<file path="src/include/rf_cfg_pkg.sv">
// constants shared by the configuration decode block
`default_nettype none
package rf_cfg_pkg;
    // serial frame: 5-bit register index then 27 data bits, msb first
    localparam int unsigned FRAME_BITS = 32;
    localparam int unsigned ADDR_BITS  = 5;
    localparam int unsigned DATA_BITS  = 27;
    localparam int unsigned CNT_BITS   = 6;

    // register indices
    localparam logic [4:0] IDX_GPO_CTRL = 5'h07;
    localparam logic [4:0] IDX_OUT_ONE  = 5'h17;
    localparam logic [4:0] IDX_REF_CTRL = 5'h1d;
    localparam logic [4:0] IDX_RX_GAIN  = 5'h02;

    // field positions
    localparam int unsigned OUT_THREE_LEVEL_BIT = 0;
    localparam int unsigned OUT_THREE_LOCK_BIT  = 1;
    localparam int unsigned OUT_TWO_LSB         = 2;
    localparam int unsigned OUT_ONE_LSB         = 24;
    localparam int unsigned REF_EN_BIT      = 14;
    localparam int unsigned REF_SWING_BIT   = 23;
    localparam int unsigned INPUT_SEL_LSB   = 0;
    localparam int unsigned BB_GAIN_LSB     = 8;
    localparam int unsigned LNA_GAIN_LSB    = 14;

    // gain step of the baseband amplifier per code lsb, in dB
    localparam logic [5:0] BB_STEP_DB = 6'h03;

    // reset values
    localparam logic [26:0] RST_GPO_CTRL = 27'h0;
    localparam logic [26:0] RST_OUT_ONE  = 27'h0;
    localparam logic [26:0] RST_REF_CTRL = 27'h0;
    localparam logic [26:0] RST_RX_GAIN  = 27'h0;
    // pin synchronisers start at idle levels: select high, rest low
    localparam logic [5:0]  RST_PIN_SYNC = 6'h02;

    // wishbone byte addresses
    localparam logic [7:0] WB_ADR_GPO_CTRL = 8'h1c;
    localparam logic [7:0] WB_ADR_OUT_ONE  = 8'h5c;
    localparam logic [7:0] WB_ADR_REF_CTRL = 8'h74;
    localparam logic [7:0] WB_ADR_RX_GAIN  = 8'h08;
    localparam logic [7:0] WB_ADR_STATUS   = 8'h80;

    typedef enum logic [1:0] {LNA_HIGH, LNA_MED, LNA_LOW} lna_state_t;
    typedef enum logic {SER_IDLE, SER_SHIFT} ser_state_t;
endpackage
`default_nettype wire

</file>
<file path="src/design/serial_write_rx.sv">
// serial write receiver: shifts frames on sclk rising edges
`timescale 1ns/1ns
`default_nettype none
module serial_write_rx
    import rf_cfg_pkg::*;
(
    input  wire logic                 i_clk,
    input  wire logic                 i_sys_rst,
    input  wire logic                 i_sclk,
    input  wire logic                 i_cs_n,
    input  wire logic                 i_din,
    output logic                      o_valid,
    output logic [rf_cfg_pkg::ADDR_BITS-1:0] o_addr,
    output logic [rf_cfg_pkg::DATA_BITS-1:0] o_data
);
    ser_state_t              state_reg;
    ser_state_t              state_next;
    logic                    sclk_prev_reg;
    logic [FRAME_BITS-1:0]   shift_reg;
    logic [FRAME_BITS-1:0]   shift_next;
    logic [CNT_BITS-1:0]     cnt_reg;
    logic [CNT_BITS-1:0]     cnt_next;
    logic                    valid_next;
    logic                    rise;

    assign rise   = i_sclk & ~sclk_prev_reg;
    assign o_addr = shift_reg[FRAME_BITS-1 -: ADDR_BITS];
    assign o_data = shift_reg[DATA_BITS-1:0];

    always_comb
    begin
        state_next = state_reg;
        shift_next = shift_reg;
        cnt_next   = cnt_reg;
        valid_next = 1'b0;
        case (state_reg)
            SER_IDLE:
            begin
                if (!i_cs_n)
                begin
                    state_next = SER_SHIFT;
                    cnt_next   = '0;
                end
            end
            SER_SHIFT:
            begin
                if (i_cs_n)
                begin
                    // only a whole frame is handed on
                    valid_next = (cnt_reg == CNT_BITS'(FRAME_BITS));
                    state_next = SER_IDLE;
                end
                else if (rise)
                begin
                    shift_next = {shift_reg[FRAME_BITS-2:0], i_din};
                    if (cnt_reg <= CNT_BITS'(FRAME_BITS))
                    begin
                        cnt_next = cnt_reg + 1'b1;
                    end
                end
            end
            default:
            begin
                state_next = SER_IDLE;
            end
        endcase
    end

    always_ff @(posedge i_clk)
    begin
        if (i_sys_rst)
        begin
            state_reg     <= SER_IDLE;
            shift_reg     <= '0;
            cnt_reg       <= '0;
            o_valid       <= 1'b0;
            sclk_prev_reg <= 1'b0;
        end
        else
        begin
            state_reg     <= state_next;
            shift_reg     <= shift_next;
            cnt_reg       <= cnt_next;
            o_valid       <= valid_next;
            sclk_prev_reg <= i_sclk;
        end
    end
endmodule
`default_nettype wire

</file>
<file path="src/design/rf_transceiver_config_decode.sv">
// configuration decode: serial and wishbone writes to control outputs
`timescale 1ns/1ns
`default_nettype none
module rf_transceiver_config_decode
    import rf_cfg_pkg::*;
(
    input  wire logic        i_clk,
    input  wire logic        i_sys_rst,
    input  wire logic        i_wb_cyc,
    input  wire logic        i_wb_stb,
    input  wire logic        i_wb_we,
    input  wire logic [7:0]  i_wb_adr,
    input  wire logic [3:0]  i_wb_sel,
    input  wire logic [31:0] i_wb_dat,
    output logic [31:0]      o_wb_dat,
    output logic             o_wb_ack,
    input  wire logic        i_sclk,
    input  wire logic        i_cs_n,
    input  wire logic        i_din,
    output logic             o_dout,
    input  wire logic        i_ref_output_strap,
    input  wire logic        i_ref_clock_in,
    input  wire logic        i_pll_lock,
    output logic             o_ref_clock_out,
    output logic             o_ref_out_active,
    output logic             o_ref_out_low_swing,
    output logic             o_general_output_one,
    output logic             o_general_output_two,
    output logic             o_general_output_three,
    output logic [1:0]       o_lna_gain_state,
    output logic [3:0]       o_baseband_gain_code,
    output logic [5:0]       o_baseband_gain_db,
    output logic [4:0]       o_rf_input_enable,
    output logic             o_monitor_mode
);
    localparam int unsigned NSYNC = 6;

    // two-stage synchronisers for every pin input
    logic [NSYNC-1:0] pin_raw;
    logic [NSYNC-1:0] sync1_reg;
    logic [NSYNC-1:0] sync2_reg;
    assign pin_raw = {i_pll_lock, i_ref_clock_in, i_ref_output_strap,
                      i_din, i_cs_n, i_sclk};

    genvar g;
    generate
        for (g = 0; g < NSYNC; g++)
        begin : g_sync
            always_ff @(posedge i_clk)
            begin
                if (i_sys_rst)
                begin
                    sync1_reg[g] <= RST_PIN_SYNC[g];
                    sync2_reg[g] <= RST_PIN_SYNC[g];
                end
                else
                begin
                    sync1_reg[g] <= pin_raw[g];
                    sync2_reg[g] <= sync1_reg[g];
                end
            end
        end
    endgenerate

    logic sclk_s;
    logic cs_n_s;
    logic din_s;
    logic strap_s;
    logic ref_in_s;
    logic lock_s;
    assign sclk_s  = sync2_reg[0];
    assign cs_n_s  = sync2_reg[1];
    assign din_s   = sync2_reg[2];
    assign strap_s = sync2_reg[3];
    assign ref_in_s = sync2_reg[4];
    assign lock_s  = sync2_reg[5];

    logic                 ser_valid;
    logic [ADDR_BITS-1:0] ser_addr;
    logic [DATA_BITS-1:0] ser_data;

    serial_write_rx u_rx (
        .i_clk     (i_clk),
        .i_sys_rst (i_sys_rst),
        .i_sclk    (sclk_s),
        .i_cs_n    (cs_n_s),
        .i_din     (din_s),
        .o_valid   (ser_valid),
        .o_addr    (ser_addr),
        .o_data    (ser_data)
    );

    // configuration registers
    logic [DATA_BITS-1:0] gpo_ctrl_reg;
    logic [DATA_BITS-1:0] gpo_ctrl_next;
    logic [DATA_BITS-1:0] out_one_reg;
    logic [DATA_BITS-1:0] out_one_next;
    logic [DATA_BITS-1:0] ref_ctrl_reg;
    logic [DATA_BITS-1:0] ref_ctrl_next;
    logic [DATA_BITS-1:0] rx_gain_reg;
    logic [DATA_BITS-1:0] rx_gain_next;
    logic                 ack_next;
    logic [31:0]          rdat_next;
    logic                 wb_req;
    logic [31:0]          wmask;
    logic [31:0]          status_word;

    assign wb_req = i_wb_cyc & i_wb_stb & ~o_wb_ack;
    assign wmask  = {{8{i_wb_sel[3]}}, {8{i_wb_sel[2]}},
                     {8{i_wb_sel[1]}}, {8{i_wb_sel[0]}}};
    assign status_word = {24'h0, o_monitor_mode, lock_s, ref_in_s,
                          strap_s, 4'h0};

    function automatic logic [DATA_BITS-1:0] merge(
        input logic [DATA_BITS-1:0] old,
        input logic [31:0]          dat,
        input logic [31:0]          msk
    );
        logic [31:0] t;
        t = ({5'h0, old} & ~msk) | (dat & msk);
        return t[DATA_BITS-1:0];
    endfunction

    always_comb
    begin
        gpo_ctrl_next = gpo_ctrl_reg;
        out_one_next  = out_one_reg;
        ref_ctrl_next = ref_ctrl_reg;
        rx_gain_next  = rx_gain_reg;
        ack_next      = wb_req;
        rdat_next     = 32'h0;
        // a finished serial frame loads its register
        if (ser_valid)
        begin
            case (ser_addr)
                IDX_GPO_CTRL: gpo_ctrl_next = ser_data;
                IDX_OUT_ONE:  out_one_next  = ser_data;
                IDX_REF_CTRL: ref_ctrl_next = ser_data;
                IDX_RX_GAIN:  rx_gain_next  = ser_data;
                default:      gpo_ctrl_next = gpo_ctrl_reg;
            endcase
        end
        // wishbone write wins if both land together
        if (wb_req)
        begin
            case (i_wb_adr)
                WB_ADR_GPO_CTRL:
                begin
                    rdat_next = {5'h0, gpo_ctrl_reg};
                    if (i_wb_we)
                        gpo_ctrl_next = merge(gpo_ctrl_reg, i_wb_dat, wmask);
                end
                WB_ADR_OUT_ONE:
                begin
                    rdat_next = {5'h0, out_one_reg};
                    if (i_wb_we)
                        out_one_next = merge(out_one_reg, i_wb_dat, wmask);
                end
                WB_ADR_REF_CTRL:
                begin
                    rdat_next = {5'h0, ref_ctrl_reg};
                    if (i_wb_we)
                        ref_ctrl_next = merge(ref_ctrl_reg, i_wb_dat, wmask);
                end
                WB_ADR_RX_GAIN:
                begin
                    rdat_next = {5'h0, rx_gain_reg};
                    if (i_wb_we)
                        rx_gain_next = merge(rx_gain_reg, i_wb_dat, wmask);
                end
                WB_ADR_STATUS: rdat_next = status_word;
                default:       rdat_next = 32'h0;
            endcase
        end
    end

    always_ff @(posedge i_clk)
    begin
        if (i_sys_rst)
        begin
            gpo_ctrl_reg <= RST_GPO_CTRL;
            out_one_reg  <= RST_OUT_ONE;
            ref_ctrl_reg <= RST_REF_CTRL;
            rx_gain_reg  <= RST_RX_GAIN;
            o_wb_ack     <= 1'b0;
            o_wb_dat     <= 32'h0;
        end
        else
        begin
            gpo_ctrl_reg <= gpo_ctrl_next;
            out_one_reg  <= out_one_next;
            ref_ctrl_reg <= ref_ctrl_next;
            rx_gain_reg  <= rx_gain_next;
            o_wb_ack     <= ack_next;
            o_wb_dat     <= rdat_next;
        end
    end

    // output decode
    logic       ref_clk_next;
    logic       refact_next;
    logic       reflv_next;
    logic       gen_one_next;
    logic       gen_two_next;
    logic       gen_three_next;
    lna_state_t lna_next;
    logic [3:0] bb_code;
    logic [1:0] lna_code;
    logic [2:0] in_sel;
    logic [4:0] in_en_next;
    logic       mon_next;

    assign bb_code  = rx_gain_reg[BB_GAIN_LSB +: 4];
    assign lna_code = rx_gain_reg[LNA_GAIN_LSB +: 2];
    assign in_sel   = rx_gain_reg[INPUT_SEL_LSB +: 3];

    // two-bit output field: 00 low, 01 high, 1x pll lock
    function automatic logic gpo_field(
        input logic [1:0] f,
        input logic       lock
    );
        return f[1] ? lock : f[0];
    endfunction

    always_comb
    begin
        ref_clk_next = 1'b0;
        refact_next  = 1'b0;
        reflv_next   = 1'b0;
        if (strap_s)
        begin
            ref_clk_next = ref_in_s;
            refact_next  = 1'b1;
        end
        else if (ref_ctrl_reg[REF_EN_BIT])
        begin
            ref_clk_next = ref_in_s;
            refact_next  = 1'b1;
            reflv_next   = ref_ctrl_reg[REF_SWING_BIT];
        end
        gen_one_next   = gpo_field(out_one_reg[OUT_ONE_LSB +: 2],
                                   lock_s);
        gen_two_next   = gpo_field(gpo_ctrl_reg[OUT_TWO_LSB +: 2],
                                   lock_s);
        gen_three_next = gpo_ctrl_reg[OUT_THREE_LOCK_BIT] ? lock_s
                       : gpo_ctrl_reg[OUT_THREE_LEVEL_BIT];
        case (lna_code)
            2'b00:   lna_next = LNA_HIGH;
            2'b01:   lna_next = LNA_MED;
            default: lna_next = LNA_LOW;
        endcase
        if (in_sel == 3'h4)
        begin
            lna_next = (lna_code == 2'b00) ? LNA_HIGH : LNA_LOW;
        end
        // select codes 1..5 name the inputs, others leave all off
        in_en_next = 5'h0;
        mon_next   = 1'b0;
        case (in_sel)
            3'h1: in_en_next = 5'h01;
            3'h2:
            begin
                in_en_next = 5'h02;
                mon_next   = 1'b1;
            end
            3'h3: in_en_next = 5'h04;
            3'h4:
            begin
                in_en_next = 5'h08;
                mon_next   = 1'b1;
            end
            3'h5:
            begin
                in_en_next = 5'h10;
                mon_next   = 1'b1;
            end
            default: in_en_next = 5'h0;
        endcase
    end

    always_ff @(posedge i_clk)
    begin
        if (i_sys_rst)
        begin
            o_ref_clock_out        <= 1'b0;
            o_ref_out_active       <= 1'b0;
            o_ref_out_low_swing    <= 1'b0;
            o_general_output_one   <= 1'b0;
            o_general_output_two   <= 1'b0;
            o_general_output_three <= 1'b0;
            o_lna_gain_state       <= LNA_HIGH;
            o_baseband_gain_code   <= 4'h0;
            o_baseband_gain_db     <= 6'h0;
            o_rf_input_enable      <= 5'h0;
            o_monitor_mode         <= 1'b0;
            o_dout                 <= 1'b0;
        end
        else
        begin
            o_ref_clock_out        <= ref_clk_next;
            o_ref_out_active       <= refact_next;
            o_ref_out_low_swing    <= reflv_next;
            o_general_output_one   <= gen_one_next;
            o_general_output_two   <= gen_two_next;
            o_general_output_three <= gen_three_next;
            o_lna_gain_state       <= lna_next;
            o_baseband_gain_code   <= bb_code;
            o_baseband_gain_db     <= 6'({2'h0, bb_code} * BB_STEP_DB);
            o_rf_input_enable      <= in_en_next;
            o_monitor_mode         <= mon_next;
            o_dout                 <= 1'b0;
        end
    end
endmodule
`default_nettype wire

</file>
<file path="config.mk">
export PLATFORM = sky130hd
export DESIGN_NAME = rf_transceiver_config_decode
export DESIGN_NICKNAME = d
export VERILOG_FILES = /design/src/include/rf_cfg_pkg.sv /design/src/design/serial_write_rx.sv /design/src/design/rf_transceiver_config_decode.sv
export SDC_FILE = /design/constraint.sdc
export NUM_CORES = 1
export LEC_CHECK = 0
export ABC_CLOCK_PERIOD_IN_PS = 2000
export BUFFER_PORTS_ARGS = -buffer_cell sky130_fd_sc_hd__buf_2
export CORE_ASPECT_RATIO = 2
export CORE_MARGIN = 2
export CORE_UTILIZATION = 50
export DETAILED_ROUTE_END_ITERATION = 16
export PLACE_DENSITY = 0.71
export SKIP_LAST_GASP = 1
export SYNTH_ARGS = -nofsm -noshare
export SYNTH_HDL_FRONTEND = slang
export SYNTH_SLANG_ARGS = --single-unit
</file>
<file path="constraint.sdc">
create_clock -name i_clk -period 2 [get_ports i_clk]
set_input_delay 0.2 -clock i_clk [delete_from_list [all_inputs] [get_ports i_clk]]
set_output_delay 0.2 -clock i_clk [all_outputs]
set_load 0.05 [all_outputs]
</file>
==> flow_summary.json <==
{
  "die_area_um2": 21300,
  "cts_made_buffers": 20,
  "r2r_cells": 6,
  "path_common_cell": "a211oi_1",
  "setup_viol": 0,
  "layout-drive-gt1-share": 0.233,
  "syn_area_per_cell_um2": 8.48,
  "grt_pass1_wl_mm": 58.1,
  "synth_top_family_by_area": "compound AO/OA/AOI/OAI gates",
  "crit_arrival_ns": 2.38,
  "place_congestion": 1.01,
  "regArea_um2": 4250,
  "post-route-util": 0.636,
  "synth_compound_area_frac": 0.250,
  "ctsRootBufferMaster": "clkbuf_16",
  "power_density_nw_per_um2": 712,
  "antenna_found_initial": 0,
  "reg2reg_from": "o_wb_ack",
  "path_clk_slew_ns": 0.07,
  "irDropWorstVdd_uv": 962,
  "grt_pass1_vias": 10400,
  "path_max_fanout": 5,
  "synth_mux_area_frac": 0.0245,
  "yosysWarnings": 0,
  "synth.cell_area_um2": 10000,
  "relSlewSlack": 0.513,
  "stdcell_count": 1644,
  "period_needed_ns": 1.96,
  "cts_max_level": 1,
  "slowest_stage": "or3_4",
  "hp-start": "i_wb_dat[12]",
  "num_io_pins": 113,
  "post-route-period-util": 0.981,
  "first_pass_iters": 6,
  "synthFlopType": "dfxtp_1",
  "clk_latency_ns": 0.53,
  "routedWlPerCell_um": 23.0,
  "core-area_um2": 19800,
  "overflow": 0,
  "synth_fa_ha_area_frac": 0.0107,
  "placed_cells": 1591,
  "tightestPinTransition_ns": 0.728,
  "vias_per_cell": 6.41,
  "netlist-cell-type-count": 74,
  "die_w_um": 104,
  "ys_seq_area_frac": 0.422,
  "syn_inst": 1185,
  "drc_errors": 0,
  "multiInputGateArea_um2": 5450,
  "max_cap_violations": 0,
  "clock_path_buffers": 3,
  "finalHoldViolations": 0,
  "start_util": 0.507,
  "n_fill_cell": 1768,
  "cp_top_family": "simple AND/OR/NAND/NOR gates",
  "async_flop_share": 0,
  "hold_depth": 3,
  "critPathMaxStageDelay_ns": 0.44,
  "dp_hpwl_mm": 27.3,
  "ys_ff_latch": 212,
  "cts_tree": "built",
  "grt_use_total": 0.352,
  "port_buffers": 101,
  "worst-path-buf-inv": 1,
  "clock_sinks": 212,
  "clock.fmax_ghz": 0.510,
  "diodes": 0,
  "worstPathCellList": "nand3b_1 -> or3_4 -> nor3_4 -> buf_4 -> a211oi_1 -> a211oi_1",
  "drt-total-wl_mm": 37.8,
  "hp-class": "input pin to flop",
  "final_common_cell": "dfxtp_1",
  "cp.required_ns": 2.42,
  "ant_nets": 0,
  "grt_max_degree": 84,
  "synth_xor_area_frac": 0.00436,
  "synthSimpleGateAreaFrac": 0.243,
  "fin_skew_ns": 0.0301,
  "cp-start-kind": "flop",
  "leakagePower_uw": 0.00475,
  "worstSetupPathType": "flop to flop",
  "drtIter0Drc": 987,
  "maxSlewViolCount": 0,
  "critPathCaptureType": "flop",
  "area_delta_synth_final_pct": 25.4,
  "rows": 73,
  "outcome": "completed",
  "layout_common_cells": "dfxtp_1 (207), nand2_1 (168), buf_4 (119), nor2_1 (114), buf_2 (100)",
  "die_h_um": 204,
  "dr_total_vias": 10500,
  "rrSetupSlack_ns": 0.04,
  "synth_edf_count": 0,
  "layout.nets": 1432
}
layout make-up:
type	count	share of cell area
multi-input cells	875	0.432
flip-flops and latches	212	0.337
repair buffers	248	0.143
clock buffers	27	0.0458
well taps	262	0.0260
clock inverters	8	0.0116
inverters	12	0.00357
power by group:
part	total [uW]	internal, uW	switching [uW]
logic	556	183	373
registers	4250	4230	12.4
clock network	4170	2440	1730
worst register-to-register path, stage by stage (launching register included):
cell      delay, ns
dfxtp_2        0.35
nand3b_1       0.26
or3_4          0.44
nor3_4         0.32
buf_4          0.18
a211oi_1       0.07
a211oi_1       0.23
cell usage after synthesis, drive strengths merged (9+ instances only):
cell | n | area (um2)
a211oi | 59 | 473
a311oi | 13 | 114
and3 | 16 | 100
a22oi | 53 | 398
mux2i | 12 | 145
nand2b | 18 | 113
nor2 | 114 | 428
nor3 | 29 | 179
dfxtp | 212 | 4240
clkbuf | 65 | 245
or3 | 9 | 61.3
nor4 | 18 | 186
nand3 | 30 | 150
buf | 26 | 154
mux2 | 9 | 101
nor2b | 25 | 156
a21oi | 83 | 415
inv | 12 | 45.0
o31ai | 11 | 82.6
o22a | 17 | 149
o21ai | 44 | 220
nand2 | 168 | 631
nand3b | 10 | 75.1
a221o | 16 | 160
worst max-delay path by stage:
stage,start,to,cells past startpoint
after floorplan,u_rx.cnt_reg[0],u_rx.cnt_reg[3],7
after CTS,o_wb_ack,flop,5
after global placement,i_wb_adr[1],flop,7
after global routing,o_wb_ack,flop,9
final,o_wb_ack,flop,6
after detailed placement,i_wb_adr[1],flop,7
per-layer routing:
metal  wire length, um  GRT usage
met1             12700      0.372
met2             18000      0.600
met3              3260     0.0574
met4              3920      0.309
met5                 0          0
cell families (layout without fill, tap and decap cells):
logic type                 count (synthesis)  after routing
and+or+nand+nor                          481            481
AOI/OAI and AO/OA                        354            354
DFF                                      212            212
buffers and inverters                    103            295
muxes                                     21             21
adders and majority gates                  8              8
xor gates and xnor gates                   5              5
other                                      1              6
metrics by stage:
stage | setup slack (ns) | setup TNS [ns] | hold slack, ns | instance area, um2 | power [uW]
final | 0.0381 | 0 | 0.0103 | 12600 | 8970
after global routing | -0.00125 | -0.00128 | 0.0142 | 12600 | 9210
after CTS | 0.00622 | 0 | 0.00177 | 12600 | 9000
after detailed placement | -0.151 | -4.31 | 0.389 | 11700 | 4850
after global placement | -0.140 | -3.53 | 0.382 | 11700 | 4850
after floorplan | 0.0180 | 0 | 0.304 | 10100 | 4590
what timing repair did:
item / in CTS / in global routing
setup buffers: 0 / 2
hold buffers: 16 / 0
endpoints found under the setup margin: 21 / 49
endpoints found under the hold margin: 18 / 0
pin swaps: 2 / 8
gates resized for setup: 2 / 9
No activity file was read; power rests on OpenSTA's default activity.
